[src/hw/rbs_consts.svh]
`ifndef RBS_CONSTS_SVH
`define RBS_CONSTS_SVH
// Functional notes
// - hold reset while the power-on detector reports supply below minimum.
// - power-up delay timer gives 64 ms, started by power-on or undervoltage reset.
// - keep reset asserted while the power-up delay timer counts.
// - delay timer enabled when its active-low config bit is clear, else bypassed.
// - delay timer starts only after power-on and undervoltage resets release.
// - undervoltage reset asserts reset when enabled detector reports low supply.
// - one config bit selects trip level, passed to the analog detector.
// - dips shorter than the filter time are ignored; longer ones reset.
// - mode 11 keeps protection on always, ignoring software enable and sleep.
// - always-on and off-in-sleep modes hold start-up until ready and supply good.
// - always-on mode protects in sleep; wake does not wait for ready.
// - mode 10 protects while the core is awake.
// - mode 10 disables the detector during sleep.
// - mode 10 holds wake-up until the re-enabled detector is ready.
// - mode 01 with enable clear, or mode 00: detector off, start immediately.
// - forced-on detector is ready before execution; start-up waits until it is ready.
// - mode 01 uses the software enable; start-up never waits on detector.
// - read-only ready flag reports detector ready; protection starts then.
// - in software mode, sleep does not change protection state.

// ****************************************
// timing
// ****************************************
`define RBS_CLK_MHZ          125
`define RBS_PWRUP_DELAY_MS   64
`define RBS_PWRUP_CYCLES     (`RBS_PWRUP_DELAY_MS * 1000 * `RBS_CLK_MHZ)
`define RBS_FILTER_TIME_NS   1000
`define RBS_FILTER_CYCLES    ((`RBS_FILTER_TIME_NS * `RBS_CLK_MHZ + 999) / 1000)

// ****************************************
// mode field encodings
// ****************************************
`define RBS_MODE_OFF         2'h0
`define RBS_MODE_SW          2'h1
`define RBS_MODE_NOSLEEP     2'h2
`define RBS_MODE_ON          2'h3
`endif

[src/hw/rbs_pkg.sv]
package rbs_pkg;
  typedef enum logic [1:0] {
    RBS_ST_HOLD  = 2'b00,
    RBS_ST_DELAY = 2'b01,
    RBS_ST_WAIT  = 2'b10,
    RBS_ST_RUN   = 2'b11
  } rbs_state_t;
endpackage

[src/hw/rbs_sync_if.sv]
`timescale 1ns/1ps
`default_nettype none
// ****************************************
// synchronised detector levels
// ****************************************
interface rbs_sync_if;
  logic por_low;
  logic uv_low;
  logic uv_rdy;
  modport src (output por_low, output uv_low, output uv_rdy);
  modport dst (input por_low, input uv_low, input uv_rdy);
endinterface
`default_nettype wire

[src/hw/rbs_sequencer.sv]
`include "rbs_consts.svh"
`timescale 1ns/1ps
`default_nettype none
module rbs_sequencer
  import rbs_pkg::*;
#(
  parameter int PWRUP_CYCLES  = `RBS_PWRUP_CYCLES,
  parameter int FILTER_CYCLES = `RBS_FILTER_CYCLES
) (
  input  wire logic       core_clk,
  input  wire logic       resetn,
  input  wire logic       por_low_in,
  input  wire logic       uv_low_in,
  input  wire logic       uv_ready_in,
  input  wire logic       powerup_delay_enable_n,
  input  wire logic [1:0] undervoltage_mode_cfg,
  input  wire logic       undervoltage_level_cfg,
  input  wire logic       undervoltage_sw_enable,
  input  wire logic       core_sleep,
  output logic            undervoltage_level_sel,
  output logic            uv_detector_enable,
  output logic            undervoltage_ready_flag,
  output logic            undervoltage_reset,
  output logic            powerup_timer_running,
  output logic            core_reset,
  output logic            core_start
);
  // ****************************************
  // synchronisers
  // ****************************************
  rbs_sync_if sy ();

  rbs_sync3 #(.RST_VAL(1'b1)) u_sync_por (
    .core_clk (core_clk),
    .resetn   (resetn),
    .din      (por_low_in),
    .dout     (sy.por_low)
  );

  rbs_sync3 #(.RST_VAL(1'b0)) u_sync_uv (
    .core_clk (core_clk),
    .resetn   (resetn),
    .din      (uv_low_in),
    .dout     (sy.uv_low)
  );

  rbs_sync3 #(.RST_VAL(1'b0)) u_sync_rdy (
    .core_clk (core_clk),
    .resetn   (resetn),
    .din      (uv_ready_in),
    .dout     (sy.uv_rdy)
  );

  // ****************************************
  // mode decode
  // ****************************************
  logic det_en;
  logic forced_mode;
  logic sw_mode;

  assign sw_mode     = (undervoltage_mode_cfg == `RBS_MODE_SW);
  assign forced_mode = (undervoltage_mode_cfg == `RBS_MODE_ON) ||
                       (undervoltage_mode_cfg == `RBS_MODE_NOSLEEP);

  always_comb begin
    case (undervoltage_mode_cfg)
      `RBS_MODE_ON:      det_en = 1'b1;
      `RBS_MODE_NOSLEEP: det_en = !core_sleep;
      `RBS_MODE_SW:      det_en = undervoltage_sw_enable;
      default:           det_en = 1'b0;
    endcase
  end

  // ****************************************
  // detector control outputs
  // ****************************************
  always_ff @(posedge core_clk) begin
    if (!resetn) begin
      undervoltage_level_sel  <= 1'b0;
      uv_detector_enable      <= 1'b0;
      undervoltage_ready_flag <= 1'b0;
    end else begin
      undervoltage_level_sel  <= undervoltage_level_cfg;
      uv_detector_enable      <= det_en;
      undervoltage_ready_flag <= det_en && sy.uv_rdy;
    end
  end

  // ****************************************
  // noise filter on undervoltage
  // ****************************************
  logic [15:0] filt_cnt_r;
  logic        uv_armed;

  // protection acts once the enabled detector is ready
  assign uv_armed = uv_detector_enable && undervoltage_ready_flag;

  always_ff @(posedge core_clk) begin
    if (!resetn) begin
      filt_cnt_r <= 16'h0000;
    end else if (!(uv_armed && sy.uv_low)) begin
      filt_cnt_r <= 16'h0000;
    end else if (filt_cnt_r != 16'(FILTER_CYCLES)) begin
      filt_cnt_r <= filt_cnt_r + 16'h0001;
    end
  end

  always_ff @(posedge core_clk) begin
    if (!resetn) begin
      undervoltage_reset <= 1'b0;
    end else if (!uv_armed || !sy.uv_low) begin
      undervoltage_reset <= 1'b0;
    end else if (filt_cnt_r == 16'(FILTER_CYCLES)) begin
      undervoltage_reset <= 1'b1;
    end
  end

  // ****************************************
  // power-up delay timer
  // ****************************************
  logic [31:0] powerup_delay_timer_cnt_r;
  logic        powerup_delay_timer_load;
  logic        src_reset;

  assign src_reset = sy.por_low || undervoltage_reset;

  always_ff @(posedge core_clk) begin
    if (!resetn) begin
      powerup_delay_timer_load <= 1'b1;
    end else if (src_reset) begin
      powerup_delay_timer_load <= 1'b1;
    end else begin
      powerup_delay_timer_load <= 1'b0;
    end
  end

  always_ff @(posedge core_clk) begin
    if (!resetn) begin
      powerup_delay_timer_cnt_r <= 32'h00000000;
    end else if (src_reset || powerup_delay_enable_n) begin
      powerup_delay_timer_cnt_r <= 32'h00000000;
    end else if (powerup_delay_timer_load) begin
      powerup_delay_timer_cnt_r <= 32'(PWRUP_CYCLES);
    end else if (powerup_delay_timer_cnt_r != 32'h00000000) begin
      powerup_delay_timer_cnt_r <= powerup_delay_timer_cnt_r - 32'h00000001;
    end
  end

  // counting or about to load keeps reset held
  assign powerup_timer_running = !powerup_delay_enable_n &&
                                 (powerup_delay_timer_load || (powerup_delay_timer_cnt_r != 32'h00000000));

  // ****************************************
  // sequencing state
  // ****************************************
  rbs_state_t state_r;
  rbs_state_t state_nxt;
  logic       wake_wait_r;
  logic       hold_any;

  assign hold_any = sy.por_low || undervoltage_reset || powerup_timer_running;

  // armed during sleep in mode 10, so the first awake cycle is already held
  always_ff @(posedge core_clk) begin
    if (!resetn) begin
      wake_wait_r <= 1'b0;
    end else if (core_sleep &&
                 undervoltage_mode_cfg == `RBS_MODE_NOSLEEP) begin
      wake_wait_r <= 1'b1;
    end else if (undervoltage_ready_flag ||
                 undervoltage_mode_cfg != `RBS_MODE_NOSLEEP) begin
      wake_wait_r <= 1'b0;
    end
  end

  always_comb begin
    state_nxt = state_r;
    case (state_r)
      RBS_ST_HOLD: begin
        if (!sy.por_low && !undervoltage_reset) begin
          state_nxt = RBS_ST_DELAY;
        end
      end
      RBS_ST_DELAY: begin
        if (sy.por_low || undervoltage_reset) begin
          state_nxt = RBS_ST_HOLD;
        end else if (!powerup_timer_running) begin
          state_nxt = RBS_ST_WAIT;
        end
      end
      RBS_ST_WAIT: begin
        if (hold_any) begin
          state_nxt = RBS_ST_HOLD;
        end else if (!forced_mode) begin
          state_nxt = RBS_ST_RUN;
        end else if (undervoltage_ready_flag && !sy.uv_low) begin
          state_nxt = RBS_ST_RUN;
        end
      end
      RBS_ST_RUN: begin
        if (hold_any) begin
          state_nxt = RBS_ST_HOLD;
        end
      end
      default: state_nxt = RBS_ST_HOLD;
    endcase
  end

  always_ff @(posedge core_clk) begin
    if (!resetn) begin
      state_r <= RBS_ST_HOLD;
    end else begin
      state_r <= state_nxt;
    end
  end

  // ****************************************
  // outputs to the core
  // ****************************************
  assign core_reset = sy.por_low ||
                      undervoltage_reset ||
                      powerup_timer_running;

  assign core_start = (state_r == RBS_ST_RUN) && !core_reset &&
                      !wake_wait_r;
endmodule // rbs_sequencer
`default_nettype wire

[src/hw/rbs_sync3.sv]
`timescale 1ns/1ps
`default_nettype none
// ****************************************
// three-stage synchroniser, change on stage 2/3 agreement
// ****************************************
module rbs_sync3 #(
  parameter logic RST_VAL = 1'b0
) (
  input  wire logic core_clk,
  input  wire logic resetn,
  input  wire logic din,
  output var  logic dout
);
  logic s1_r;
  logic s2_r;
  logic s3_r;

  always_ff @(posedge core_clk) begin
    if (!resetn) begin
      s1_r <= RST_VAL;
      s2_r <= RST_VAL;
      s3_r <= RST_VAL;
    end else begin
      s1_r <= din;
      s2_r <= s1_r;
      s3_r <= s2_r;
    end
  end

  always_ff @(posedge core_clk) begin
    if (!resetn) begin
      dout <= RST_VAL;
    end else if (s2_r == s3_r) begin
      dout <= s3_r;
    end
  end
endmodule // rbs_sync3
`default_nettype wire

[config.mk]
export PLATFORM = sky130hd
export DESIGN_NAME = rbs_sequencer
export DESIGN_NICKNAME = d
export VERILOG_FILES = /design/src/hw/rbs_pkg.sv /design/src/hw/rbs_sync_if.sv /design/src/hw/rbs_sequencer.sv /design/src/hw/rbs_sync3.sv
export VERILOG_INCLUDE_DIRS = /design/src /design/src/hw
export SDC_FILE = /design/constraint.sdc
export NUM_CORES = 1
export LEC_CHECK = 0
export BUFFER_PORTS_ARGS = -buffer_cell sky130_fd_sc_hd__clkbuf_2
export CAP_MARGIN = 20
export CORE_UTILIZATION = 25
export DETAILED_ROUTE_END_ITERATION = 10
export GPL_TIMING_DRIVEN = 0
export HOLD_SLACK_MARGIN = 0.12
export PLACE_DENSITY = 0.36
export SKIP_LAST_GASP = 1
export SYNTH_ARGS = -nofsm -noshare
export SYNTH_HDL_FRONTEND = slang
export SYNTH_SLANG_ARGS = --single-unit
[constraint.sdc]
create_clock -name core_clk -period 7.8 [get_ports core_clk]
set_input_delay 1.56 -clock core_clk [delete_from_list [all_inputs] [get_ports core_clk]]
set_output_delay 1.56 -clock core_clk [all_outputs]
set_load 0.005 [all_outputs]
==> run metrics <==
status=completed; CP Max Fanout=7; diode count=0; Critical Path, Cell by Cell=or4_1 -> buf_2 -> or3_4 -> nor4_1 -> nor2_1 -> nor4_1 -> clkbuf_2; arrival time at the worst endpoint=2.93 ns; Inst Count DP=roughly 540; hold crit path type=reg2reg; post-synthesis cell type count=45; biggest regs=powerup_delay_timer_cnt_r: 32 flops, filt_cnt_r: 16 flops, state_r: 2 flops; FMAX=223 MHz; fill count=roughly 1300; vias in the first global route=2547; RSZ-0062 raised after global routing=no; Setup Skew=0.0100 ns; area delta synth->final=19.9%; die area=~13000 sq um; Critical Path Max Stage Delay=slightly below 0.6 ns; Max-slew headroom=between 40% and 50%; number of max-cap violations=0; DPL Wire Length=5.41 mm; Sw Share=roughly a fifth; leakage power=between 0.001 and 0.0015 uW; site row count=40; TritonCTS buffer count=9; post-synthesis sequential area ratio=a little over two fifths; GR Overflow Total=0; Synth area leader=dfxtp_1; DRT iter0 DRCs=113; PD cells=roughly 210 nW/um^2; Clk Latency, worst-skew pair=between 0.3 and 0.4 ns; register share of total power=43.9%; nature of the critical path startpoint=register; part of the power in the clock network=54.6%; largest net degree at the start of global routing=13; synth warn=0; CTS tree=done; Mapped Area=slightly above 3000 sq um; slowest CP cell=nor4_1; post-synth top area share=43.8%; Die Y-Extent=about 110 um; dpl cell area=around 3400 sq um; ranking of synthesized cells by area=dfxtp_1 44%, xor2_1 5.1%, nor2_1 4.2%; max reg flops=32; CP Buf/Inv Count=2; DRC=0; Comb pwr share=1.5%; vias=2621; Gate Count Post-Synth=350; IO Count=18; Routed WL per cell=approximately 14 um; Hold Slack=0.405 ns; nets=between 300 and 400; syn_area_per_cell=around 8.9 sq um; final instance area=3730 sq um; endpoint type of the worst setup path=primary output; Resize count post-CTS=0; Synthesized Nets=between 300 and 400; Hold-fix buffers, CTS=0; total power draw=about 800 uW; WS Path Type=reg2out; Initial Util=between 20% and 30%; layout cells sized above 1=approximately 11%; vias per cell=~4.8; P_sw=about 160 uW; post-route setup TNS=0 ns; gr usage total=a little over an eighth; dominant synthesized flop cell=dfxtp_1; H-tree depth=3; Sink Count=a little under 70; total core area=roughly 12000 sq um; most common cell after layout, fill and taps aside=dfxtp_1; worst slew pin tran=about 0.84 ns; first-pass iteration count of the detailed router=4; period utilization=between 50% and 60%; Layout Cells excl Fill=around 550; drt total wl=approximately 7.7 mm; clock buffer depth=2; Finish-stage setup viols=0; Async S/R FF share, synth=0%; Tmin final=around 4.5 ns; postcts setup bufs=0; final count of pins violating max slew=0; most frequent cells in the layout=68 x dfxtp_1, 35 x nor2_1, 23 x nand2_1, 18 x xor2_1; Pint=between 600 and 700 uW; root buf cell=clkbuf_16; Post-synth EDFFs=0; CP required=approximately 6.2 ns; first-pass GRT wire length=13.0 mm; routability cong.=a little over 0.7; Post-DRT Antenna Nets=0; family with the most delay on the worst path=simple AND/OR/NAND/NOR gates; Die Width=around 110 um; most frequent CP cell=nor4_1; initial antenna violation count=0; post-synthesis register bit count=68; Hold Fails Final Rpt=0; top register by number of flip-flops=powerup_delay_timer_cnt_r; Peak VDD IR=roughly 130 uV; IO buf count=17; Clock transition at path regs=0.06 ns
==> layout make-up <==
cell class / instances / area, sq um / share of cell area, %
Clock buffer: 10 / 229 / 6.14
Inverter: 7 / 26.3 / 0.705
Clock inverter: 6 / 88.8 / 2.38
Multi-Input combinational cell: 259 / 1660 / 44.6
Buffer: 16 / 63.8 / 1.71
Timing Repair Buffer: 17 / 85.1 / 2.28
Tap cell: 168 / 210 / 5.64
Sequential cell: 68 / 1360 / 36.5
==> cell families after synthesis <==
family	share of synthesized area [%]
fa+ha+maj	1.61
flops	43.8
simple gates	28.7
compound gates	15.9
xor+xnor	7.05
buf+inv	2.90
==> worst paths after layout <==
| path | slack [ns] | startpoint | end | cells past startpoint |
|---|---|---|---|---|
| setup / recovery | 3.31 | powerup_delay_timer_cnt_r[15]$_SDFFE_PP0P_ | core_start | 7 |
| hold / removal | 0.41 | u_sync_por.s1_r$_SDFF_PN1_ | u_sync_por.s2_r$_SDFF_PN1_ | 1 |
| setup reg to reg | 4.83 | powerup_delay_timer_cnt_r[15]$_SDFFE_PP0P_ | powerup_delay_timer_cnt_r[17]$_SDFFE_PP0N_ | 8 |
| hold reg to reg | 0.41 | u_sync_por.s1_r$_SDFF_PN1_ | u_sync_por.s2_r$_SDFF_PN1_ | 1 |
==> power by group through the flow <==
stage	Combinational [uW]	Clock [uW]	Sequential (uW)
CTS	11.7	453	351
floorplan	5.85	0	359
finish	11.6	437	351
global route	13.1	468	351
detailed placement	11.7	0	359
global placement	11.5	0	359
==> Yosys cell counts, types with 8 or more instances <==
library cell,number
nand2_1,23
o21ai_0,8
nand4_1,13
or3_1,8
a21oi_1,17
nor4_1,10
dfxtp_1,68
xor2_1,18
clkbuf_1,13
nor2_1,35
or4_1,12
and2_1,10
nor3_1,10
==> layer usage <==
metal,track usage [%],up-vias,wire (um)
met4,4.74,0,94
met1,16.8,1217,3780
met2,20.6,37,3580
li1,-,1360,-
met3,4.62,7,265
met5,0,-,0
==> metrics by stage <==
step | utilization, % | worst slack [ns]
after floorplan | - | 4.11
after global placement | 28.2 | 3.39
after detailed placement | 28.3 | 3.65
after CTS | 30.9 | 3.25
after global routing | 30.9 | 2.92
final | 30.9 | 3.31
(Power assumes the default switching activity.)
